<file path="src/hdl/vid_pkg.sv">
// Constants and types for the vectored interrupt dispatch block
package vid_pkg;

    // ------------------------------------------------------------------
    // Register map (APB, byte addresses)
    // ------------------------------------------------------------------
    localparam logic [7:0] VID_OFF_STATUS   = 8'h00;
    localparam logic [7:0] VID_OFF_CAUSE    = 8'h04;
    localparam logic [7:0] VID_OFF_CTRL     = 8'h08;
    localparam logic [7:0] VID_OFF_CAP      = 8'h0c;
    localparam logic [7:0] VID_OFF_DISPATCH = 8'h10;
    localparam logic [7:0] VID_OFF_SHADOW   = 8'h14;
    localparam logic [7:0] VID_OFF_SSMAP    = 8'h18;

    // ------------------------------------------------------------------
    // Field positions
    // ------------------------------------------------------------------
    // Status word
    localparam int VID_ST_IE   = 0;
    localparam int VID_ST_EXL  = 1;
    localparam int VID_ST_ERL  = 2;
    localparam int VID_ST_BEV  = 22;
    localparam int VID_ST_IM   = 8;
    localparam int VID_ST_IPL  = 10;
    // Cause word
    localparam int VID_CA_IP   = 8;
    localparam int VID_CA_REQUESTED_PRIORITY_LEVEL = 10;
    localparam int VID_CA_IV   = 23;
    localparam int VID_CA_PCI  = 26;
    localparam int VID_CA_DEBUG_CHANNEL_REQUEST = 21;
    localparam int VID_CA_TI   = 30;
    // Control word
    localparam int VID_CT_VS   = 5;
    localparam int VID_CT_PCIX = 26;
    localparam int VID_CT_FDCX = 23;
    localparam int VID_CT_TIX  = 29;
    // Capability word
    localparam int VID_CP_VECTORED_MODE_SUPPORTED = 5;
    localparam int VID_CP_EXT_CTRL_MODE_SUPPORTED = 6;

    // ------------------------------------------------------------------
    // Widths and reset values
    // ------------------------------------------------------------------
    localparam int          VID_LVL_W       = 6;
    localparam int          VID_VS_W        = 5;
    localparam int          VID_SS_W        = 4;
    localparam logic [31:0] VID_STATUS_RST  = 32'h0040_0004;
    localparam logic [31:0] VID_ZERO_WORD   = 32'h0000_0000;
    localparam logic [15:0] VID_BASE_OFFSET = 16'h0200;
    localparam logic [2:0]  VID_TIX_RST     = 3'h7;
    localparam logic [2:0]  VID_PCIX_RST    = 3'h6;
    localparam logic [2:0]  VID_FDCX_RST    = 3'h5;

    typedef enum logic [2:0] {
        VID_MODE_COMPAT = 3'b001,
        VID_MODE_VEC    = 3'b010,
        VID_MODE_EXT    = 3'b100
    } vid_mode_t;

endpackage : vid_pkg

</file>
<file path="src/hdl/vid_dispatch.sv">
// Interrupt mode select, priority encoding and external-controller handshake
`timescale 1ns/1ns
module vid_dispatch (
    input  wire logic                          core_clk,
    input  wire logic                          resetn,
    input  wire logic [7:0]                    paddr,
    input  wire logic                          psel,
    input  wire logic                          penable,
    input  wire logic                          pwrite,
    input  wire logic [31:0]                   pwdata,
    output logic      [31:0]                   prdata,
    output logic                               pready,
    output logic                               pslverr,
    input  wire logic [5:0]                    hw_request_lines,
    input  wire logic                          ext_ctrl_mode_supported,
    input  wire logic                          timer_request,
    input  wire logic                          perf_counter_request,
    input  wire logic                          debug_channel_request,
    input  wire logic [vid_pkg::VID_SS_W-1:0]  ext_supplied_shadow_set,
    input  wire logic                          exception_start,
    output logic                               irq_to_pipeline,
    output logic [5:0]                         vector_number,
    output logic [15:0]                        vector_offset,
    output logic [vid_pkg::VID_SS_W-1:0]       current_shadow_set,
    output logic [1:0]                         soft_request_out,
    output logic                               timer_request_out,
    output logic                               perf_counter_request_out,
    output logic                               debug_channel_request_out,
    output logic                               service_ack,
    output vid_pkg::vid_mode_t                 irq_mode
);
    import vid_pkg::*;

    // ------------------------------------------------------------------
    // Helper functions
    // ------------------------------------------------------------------
    function automatic logic [2:0] prio_encode(input logic [7:0] req);
        prio_encode = 3'h0;
        for (int i = 0; i < 8; i++) begin
            if (req[i]) begin
                prio_encode = i[2:0];
            end
        end
    endfunction : prio_encode

    function automatic logic [15:0] vec_offset(input logic [5:0] vec,
                                               input logic [4:0] vs);
        logic [15:0] spacing;
        spacing    = {6'h00, vs, 5'h00};
        vec_offset = VID_BASE_OFFSET + 16'(vec * spacing);
    endfunction : vec_offset

    // ------------------------------------------------------------------
    // Software visible state
    // ------------------------------------------------------------------
    logic                 ie_r;
    logic                 exl_r;
    logic                 erl_r;
    logic                 bev_r;
    logic [7:0]           im_r;
    logic                 iv_r;
    logic [1:0]           sw_ip_r;
    logic [VID_LVL_W-1:0] requested_priority_level_r;
    logic [VID_VS_W-1:0]  vs_r;
    logic                 vectored_mode_supported_r;
    logic [2:0]           tix_r;
    logic [2:0]           pcix_r;
    logic [2:0]           fdcx_r;
    logic [VID_SS_W-1:0]  ext_supplied_shadow_set_r;
    logic [VID_SS_W-1:0]  css_r;
    logic [VID_SS_W-1:0]  map_rd;

    logic apb_wr;
    logic apb_rd;
    assign apb_wr = psel && penable && pwrite;
    assign apb_rd = psel && !penable && !pwrite;

    // ------------------------------------------------------------------
    // Mode select
    // ------------------------------------------------------------------
    logic vec_en;
    logic ext_en;
    vid_mode_t mode_nxt;
    always_comb begin
        vec_en = !bev_r && iv_r && (vs_r != '0);
        if (vec_en && ext_ctrl_mode_supported) begin
            mode_nxt = VID_MODE_EXT;
        end else if (vec_en && vectored_mode_supported_r) begin
            mode_nxt = VID_MODE_VEC;
        end else begin
            mode_nxt = VID_MODE_COMPAT;
        end
        ext_en = (mode_nxt == VID_MODE_EXT);
    end

    // ------------------------------------------------------------------
    // Request evaluation
    // ------------------------------------------------------------------
    logic [7:0]           pend_bits;
    logic [7:0]           masked;
    logic                 enabled;
    logic                 vec_irq;
    logic                 ext_irq;
    logic [2:0]           vec_num;
    logic [VID_LVL_W-1:0] current_priority_level;
    always_comb begin
        pend_bits = {hw_request_lines, sw_ip_r};
        masked    = pend_bits & im_r;
        enabled   = ie_r && !exl_r && !erl_r;
        vec_irq   = (masked != 8'h00) && enabled;
        vec_num   = prio_encode(masked);
        current_priority_level       = im_r[7:2];
        ext_irq   = (hw_request_lines > current_priority_level) && enabled;
    end

    logic take_ext;
    logic take_vec;
    assign take_ext = (irq_mode == VID_MODE_EXT) && irq_to_pipeline && exception_start;
    assign take_vec = (irq_mode == VID_MODE_VEC) && irq_to_pipeline && exception_start;

    // ------------------------------------------------------------------
    // Status register
    // ------------------------------------------------------------------
    always_ff @(posedge core_clk) begin
        if (!resetn) begin
            ie_r  <= VID_STATUS_RST[VID_ST_IE];
            exl_r <= VID_STATUS_RST[VID_ST_EXL];
            erl_r <= VID_STATUS_RST[VID_ST_ERL];
            bev_r <= VID_STATUS_RST[VID_ST_BEV];
            im_r  <= VID_STATUS_RST[VID_ST_IM +: 8];
        end else if (exception_start && irq_to_pipeline) begin
            exl_r <= 1'b1;
        end else if (apb_wr && paddr == VID_OFF_STATUS) begin
            ie_r  <= pwdata[VID_ST_IE];
            exl_r <= pwdata[VID_ST_EXL];
            erl_r <= pwdata[VID_ST_ERL];
            bev_r <= pwdata[VID_ST_BEV];
            im_r  <= pwdata[VID_ST_IM +: 8];
        end
    end

    // ------------------------------------------------------------------
    // Cause register and captured level
    // ------------------------------------------------------------------
    always_ff @(posedge core_clk) begin
        if (!resetn) begin
            iv_r    <= 1'b0;
            sw_ip_r <= 2'h0;
        end else if (apb_wr && paddr == VID_OFF_CAUSE) begin
            iv_r    <= pwdata[VID_CA_IV];
            sw_ip_r <= pwdata[VID_CA_IP +: 2];
        end
    end

    always_ff @(posedge core_clk) begin
        if (!resetn) begin
            requested_priority_level_r  <= '0;
            ext_supplied_shadow_set_r <= '0;
        end else if (take_ext) begin
            requested_priority_level_r  <= hw_request_lines;
            ext_supplied_shadow_set_r <= ext_supplied_shadow_set;
        end
    end

    // ------------------------------------------------------------------
    // Control, capability and shadow control
    // ------------------------------------------------------------------
    always_ff @(posedge core_clk) begin
        if (!resetn) begin
            vs_r   <= '0;
            tix_r  <= VID_TIX_RST;
            pcix_r <= VID_PCIX_RST;
            fdcx_r <= VID_FDCX_RST;
        end else if (apb_wr && paddr == VID_OFF_CTRL) begin
            vs_r   <= pwdata[VID_CT_VS +: VID_VS_W];
            tix_r  <= pwdata[VID_CT_TIX +: 3];
            pcix_r <= pwdata[VID_CT_PCIX +: 3];
            fdcx_r <= pwdata[VID_CT_FDCX +: 3];
        end
    end

    always_ff @(posedge core_clk) begin
        if (!resetn) begin
            vectored_mode_supported_r <= 1'b1;
        end else if (apb_wr && paddr == VID_OFF_CAP) begin
            vectored_mode_supported_r <= pwdata[VID_CP_VECTORED_MODE_SUPPORTED];
        end
    end

    vid_shadow_map u_map (
        .core_clk (core_clk),
        .resetn   (resetn),
        .wr_en    (apb_wr && paddr == VID_OFF_SSMAP),
        .wr_addr  (pwdata[6:4]),
        .wr_data  (pwdata[VID_SS_W-1:0]),
        .rd_addr  (vec_num),
        .rd_data  (map_rd)
    );

    always_ff @(posedge core_clk) begin
        if (!resetn) begin
            css_r <= '0;
        end else if (take_ext) begin
            css_r <= ext_supplied_shadow_set;
        end else if (take_vec) begin
            css_r <= map_rd;
        end else if (apb_wr && paddr == VID_OFF_SHADOW) begin
            css_r <= pwdata[VID_SS_W-1:0];
        end
    end
    assign current_shadow_set = css_r;

    // ------------------------------------------------------------------
    // Dispatch outputs
    // ------------------------------------------------------------------
    always_ff @(posedge core_clk) begin
        if (!resetn) begin
            irq_mode        <= VID_MODE_COMPAT;
            irq_to_pipeline <= 1'b0;
            vector_number   <= '0;
            vector_offset   <= VID_BASE_OFFSET;
            service_ack     <= 1'b0;
        end else begin
            irq_mode    <= mode_nxt;
            service_ack <= take_ext;
            unique case (mode_nxt)
                VID_MODE_VEC: begin
                    irq_to_pipeline <= vec_irq && !(exception_start && irq_to_pipeline);
                    vector_number   <= {3'h0, vec_num};
                    vector_offset   <= vec_offset({3'h0, vec_num}, vs_r);
                end
                VID_MODE_EXT: begin
                    irq_to_pipeline <= ext_irq && !(exception_start && irq_to_pipeline);
                    vector_number   <= take_ext ? hw_request_lines : requested_priority_level_r;
                    vector_offset   <= vec_offset(take_ext ? hw_request_lines : requested_priority_level_r,
                                                  vs_r);
                end
                VID_MODE_COMPAT: begin
                    irq_to_pipeline <= vec_irq;
                    vector_number   <= '0;
                    vector_offset   <= VID_BASE_OFFSET;
                end
            endcase
        end
    end

    // ------------------------------------------------------------------
    // Requests forwarded to the external controller
    // ------------------------------------------------------------------
    always_ff @(posedge core_clk) begin
        if (!resetn) begin
            soft_request_out          <= 2'h0;
            timer_request_out         <= 1'b0;
            perf_counter_request_out  <= 1'b0;
            debug_channel_request_out <= 1'b0;
        end else begin
            soft_request_out          <= ext_en ? sw_ip_r : 2'h0;
            timer_request_out         <= timer_request;
            perf_counter_request_out  <= perf_counter_request;
            debug_channel_request_out <= debug_channel_request;
        end
    end

    // ------------------------------------------------------------------
    // APB slave
    // ------------------------------------------------------------------
    logic [31:0] rd_word;
    logic        rd_bad;
    always_comb begin
        rd_word = VID_ZERO_WORD;
        rd_bad  = 1'b0;
        unique case (paddr)
            VID_OFF_STATUS: begin
                rd_word[VID_ST_IE]      = ie_r;
                rd_word[VID_ST_EXL]     = exl_r;
                rd_word[VID_ST_ERL]     = erl_r;
                rd_word[VID_ST_BEV]     = bev_r;
                rd_word[VID_ST_IM +: 8] = im_r;
            end
            VID_OFF_CAUSE: begin
                rd_word[VID_CA_IV]       = iv_r;
                rd_word[VID_CA_TI]       = timer_request;
                rd_word[VID_CA_PCI]      = perf_counter_request;
                rd_word[VID_CA_DEBUG_CHANNEL_REQUEST]     = debug_channel_request;
                rd_word[VID_CA_IP +: 2]  = sw_ip_r;
                rd_word[VID_CA_REQUESTED_PRIORITY_LEVEL +: 6] = ext_en ? requested_priority_level_r : hw_request_lines;
            end
            VID_OFF_CTRL: begin
                rd_word[VID_CT_VS +: VID_VS_W] = vs_r;
                rd_word[VID_CT_TIX +: 3]       = tix_r;
                rd_word[VID_CT_PCIX +: 3]      = pcix_r;
                rd_word[VID_CT_FDCX +: 3]      = fdcx_r;
            end
            VID_OFF_CAP: begin
                rd_word[VID_CP_VECTORED_MODE_SUPPORTED] = vectored_mode_supported_r;
                rd_word[VID_CP_EXT_CTRL_MODE_SUPPORTED] = ext_ctrl_mode_supported;
            end
            VID_OFF_DISPATCH: begin
                rd_word = {4'h0, irq_to_pipeline, irq_mode, vector_offset, 2'h0, vector_number};
            end
            VID_OFF_SHADOW: begin
                rd_word = {24'h000000, ext_supplied_shadow_set_r, css_r};
            end
            VID_OFF_SSMAP: begin
                rd_word = {28'h0000000, map_rd};
            end
            default: begin
                rd_bad = 1'b1;
            end
        endcase
    end

    always_ff @(posedge core_clk) begin
        if (!resetn) begin
            prdata  <= VID_ZERO_WORD;
            pready  <= 1'b0;
            pslverr <= 1'b0;
        end else begin
            pready  <= psel && !penable;
            pslverr <= psel && !penable && rd_bad;
            if (apb_rd) begin
                prdata <= rd_word;
            end
        end
    end

endmodule : vid_dispatch

</file>
<file path="src/hdl/vid_shadow_map.sv">
// Small memory of shadow-set numbers, one per vector
`timescale 1ns/1ns
module vid_shadow_map (
    input  wire logic                   core_clk,
    input  wire logic                   resetn,
    input  wire logic                   wr_en,
    input  wire logic [2:0]             wr_addr,
    input  wire logic [vid_pkg::VID_SS_W-1:0] wr_data,
    input  wire logic [2:0]             rd_addr,
    output logic      [vid_pkg::VID_SS_W-1:0] rd_data
);
    import vid_pkg::*;

    logic [VID_SS_W-1:0] mem_r [0:7];

    always_ff @(posedge core_clk) begin
        if (!resetn) begin
            for (int i = 0; i < 8; i++) begin
                mem_r[i] <= '0;
            end
        end else if (wr_en) begin
            mem_r[wr_addr] <= wr_data;
        end
    end

    always_ff @(posedge core_clk) begin
        if (!resetn) begin
            rd_data <= '0;
        end else begin
            rd_data <= mem_r[rd_addr];
        end
    end

endmodule : vid_shadow_map

</file>
<file path="config.mk">
export PLATFORM = sky130hd
export DESIGN_NAME = vid_dispatch
export DESIGN_NICKNAME = d
export VERILOG_FILES = /design/src/hdl/vid_pkg.sv /design/src/hdl/vid_dispatch.sv /design/src/hdl/vid_shadow_map.sv
export SDC_FILE = /design/constraint.sdc
export NUM_CORES = 1
export LEC_CHECK = 0
export BUFFER_PORTS_ARGS = -buffer_cell sky130_fd_sc_hd__clkbuf_2
export CORE_MARGIN = 2
export CORE_UTILIZATION = 30
export DETAILED_ROUTE_END_ITERATION = 16
export PLACE_DENSITY_LB_ADDON = 0.1
export SYNTH_ARGS = -nofsm -noshare
export SYNTH_HDL_FRONTEND = slang
export SYNTH_SLANG_ARGS = --single-unit
export TNS_END_PERCENT = 5
</file>
<file path="constraint.sdc">
create_clock -name core_clk -period 7.3 [get_ports core_clk]
set_input_delay 0.365 -clock core_clk [delete_from_list [all_inputs] [get_ports core_clk]]
set_output_delay 0.365 -clock core_clk [all_outputs]
set_load 0.05 [all_outputs]
</file>
==> out/results.tsv <==
stage	metric	value	unit
final_layout	seqCellArea	0.003143	sq mm
power	power_frac_comb	6.0	%
clock_tree	cts_tree	built	
critical_path	path_cells	nand2_4 > nor4b_4 > buf_4 > mux2i_1 > nor2b_1 > fa_1 > inv_1 > fa_1 > fa_1 > inv_1 > ha_1 > and3_1 > a2111o_1 > o31ai_1 > xnor2_1 > nand4_1 > mux2i_1	
placement	gp_congestion	0.7757	
critical_path	crit_path_max_fanout	16	
grt	grt_overflow	0	
timing	min_period_over_period	75.49	%
placement	dp_hpwl	17950	microns
timing	fin_setup_tns	0	ns
placement	post-place-ws	1.768	ns
clock_tree	clk_path_buf_depth	2	
logic_synthesis	yosys.area.top_type_share	27.84	%
floorplanning	fp.dieH	165.6	microns
job	cap_violations	0	
worst_hold_path	worstHoldStart	pwdata[22]	
grt	antenna_found_initial	0	
critical_path	critPathCaptureType	flop	
floorplanning	start_util	30.34	%
timing	fmax	181.5	MHz
final_layout	fin_area	0.009285	sq mm
critical_path	critPathKind	reg2reg	
critical_path	cp_top_family	adder cells	
grt	grt_pass1_vias	6295	
clock_tree	cts_inserted_buffers	17	
clock_tree	clk_pin_slew	0.06	ns
floorplanning	coreArea	0.02584	sq mm
final_layout	instances_no_fill	1281	
detailed_routing	drtIter0Drc	363	
logic_synthesis	syn-cell-area	0.007839	sq mm
logic_synthesis	postSynthAreaPerCell	9.388	sq um
timing	whs	0.1537	ns
timing	skew	0.009321	ns
final_layout	fill_cells	2692	
placement	dpl_cell_area	0.008673	sq mm
logic_synthesis	synth_edf_count	32	
floorplanning	rows	59	
detailed_routing	dr.pass1.iters	4	
power	p_int	0.001390	W
worst_hold_path	hold_path_class	in2reg	
final_layout	syn_to_final_growth	18.45	%
floorplanning	dieArea	0.02744	sq mm
timing	hold_violations	0	
detailed_routing	drt-total-wl	23810	microns
timing	final_max_slew_viol_count	0	
critical_path	max_stage_delay	0.56	ns
logic_synthesis	yosysMostFrequentCell	nand2_1	
logic_synthesis	ys_warn_count	0	
logic_synthesis	ys.flop_type	dfxtp_1	
clock_tree	cts_resized	0	
timing	tightest_slew	1.080	ns
critical_path	crit_slowest_cell	mux2i_1	
final_layout	multi_input_area	0.004325	sq mm
critical_path	worstPathArrival	5.82	ns
power	pwr_density_cell	198.2	mW/mm^2
final_layout	final_nets	1049	
final_layout	layout-drive-gt1-share	19.13	%
timing	max_slew_margin	27.83	%
critical_path	startpoint_type	flop	
logic_synthesis	ys_types	67	
final_layout	antenna_cells	0	
logic_synthesis	synthArstFlopShare	0	%
logic_synthesis	ys_seq_elements	141	
detailed_routing	postRouteAntennaNets	0	
power	pwr-share-seq	44.4	%
grt	grt_usage	17.63	%
clock_tree	clock_sinks	141	
detailed_routing	vias	6229	
grt	grt_max_degree	56	
logic_synthesis	synth_top_cell_by_area	dfxtp_1	
logic_synthesis	ys_seq_area_share	40.10	%
clock_tree	clk-insertion-delay-late	0.43	ns
power	power_switching	0.0004500	W
clock_tree	htree_levels	4	
placement	dp_cells	1249	
floorplanning	die_x	165.6	microns
critical_path	reg2reg_from	irq_to_pipeline	
run_status	outcome	completed	
logic_synthesis	synth.area.top_cells	dfxtp_1 (28%), edfxtp_1 (12%), ha_1 (6.4%), mux2i_1 (5.6%), nand2_1 (5.5%)	
power	irDropWorstVdd	0.1488	mV
floorplanning	ios	130	
critical_path	worstPathRequired	7.61	ns
grt	grt_pass1_wl	37450	microns
timing	min_period	5.511	ns
timing	grt_setup_unrepaired	no	
critical_path	cpMostUsedCell	fa_1	
timing	layout_setup_ws	1.789	ns
timing	setup_viol	0	
detailed_routing	wl_per_cell	18.58	microns
logic_synthesis	yosys-top-cells-count	nand2_1 (114), dfxtp_1 (109), and2_1 (62), mux2i_1 (44), ha_1 (40)	
critical_path	critPathBufInv	3	
clock_tree	post_cts_buffers	0	
clock_tree	cts-root-buf	clkbuf_16	
clock_tree	cts_hold_buf	0	
placement	io_buffers	118	
power	p_sw_share	24.45	%
detailed_routing	vias_per_cell	4.863	
logic_synthesis	syn_inst	835	
power	power.leakage	3.919	nW
critical_path	crit_path_start	irq_to_pipeline	
detailed_routing	drc	0	
power	clkPwrFrac	49.6	%
[layer usage]
metal  global-route usage (%)  vias up  part of all wire, %
li1                         -     3092                    -
met1                    24.77     2988                   49
met2                    28.22      136                   47
met3                    2.915       13                  3.8
met4                    4.461        0                 0.86
met5                        0        -                    0
[flip-flops by register name (all words and copies together), names as in the netlist, 5 cells and up]
| name | flops |
|---|---|
| prdata | 32 |
| vector_number | 6 |
| im_r | 8 |
| u_map.mem_r | 32 |
| requested_priority_level_r | 6 |
| vector_offset | 11 |
| vs_r | 5 |
[stage by stage]
stage	total power [W]	utilization, %
3_3_place_gp	0.0009461	33.57
5_1_grt	0.001904	35.94
4_1_cts	0.001862	35.94
2_1_floorplan	0.0009018	-
6_report	0.001840	35.94
3_5_place_dp	0.0009454	33.57
[logic make-up after synthesis]
kind of cell	after synthesis	share of synthesized area [%]
buffers and inverters	89	4.996
muxes	56	7.342
AOI/OAI and AO/OA	149	13.18
adders and majority gates	56	10.47
DFF	141	40.10
xor gates and xnor gates	15	1.676
other	1	0.04784
and+or+nand+nor	328	22.19
[path summary, 6_finish.rpt]
kind,endpoint,slack (ns),cells past startpoint
hold / removal,bev_r,0.15,3
hold reg to reg,prdata[23],0.46,2
setup reg to reg,vector_offset[15],1.79,17
setup / recovery,vector_offset[15],1.79,17
[power groups by stage]
| stage | registers, W | logic (W) | clock network (W) |
|---|---|---|---|
| floorplan | 0.000850 | 0.0000517 | 0 |
| finish | 0.000817 | 0.000110 | 0.000913 |
| global placement | 0.000835 | 0.000112 | 0 |
| CTS | 0.000817 | 0.000111 | 0.000934 |
| detailed placement | 0.000835 | 0.000111 | 0 |
| global route | 0.000819 | 0.000120 | 0.000966 |
[final cells by class]
type                    count  share of cell area (%)
multi-input cells         609                   46.58
flip-flops and latches    141                   33.85
repair buffers            124                   6.845
clock buffers              18                   4.622
well taps                 335                   4.514
clock inverters            14                   1.967
inverters                  40                   1.617
[tightest hold or removal path: stages]
cell      delay (ns)
clkbuf_2        0.07
mux2i_1         0.05
nand2_1         0.06
[placed cells by master, fill, tap and decap left out, types with 11 or more instances in the layout]
master / n
clkbuf_16: 17
nand3_1: 33
a221oi_1: 11
xnor2_1: 12
mux2_2: 12
clkbuf_2: 117
nor2b_1: 34
a21oi_1: 18
dfxtp_1: 109
edfxtp_1: 32
nand2_1: 114
a21boi_0: 29
ha_1: 40
and2_1: 62
fa_1: 16
inv_1: 39
nor2_1: 27
mux2i_1: 44
o21ai_0: 33
Note: power is estimated with default switching activity, not from simulation.
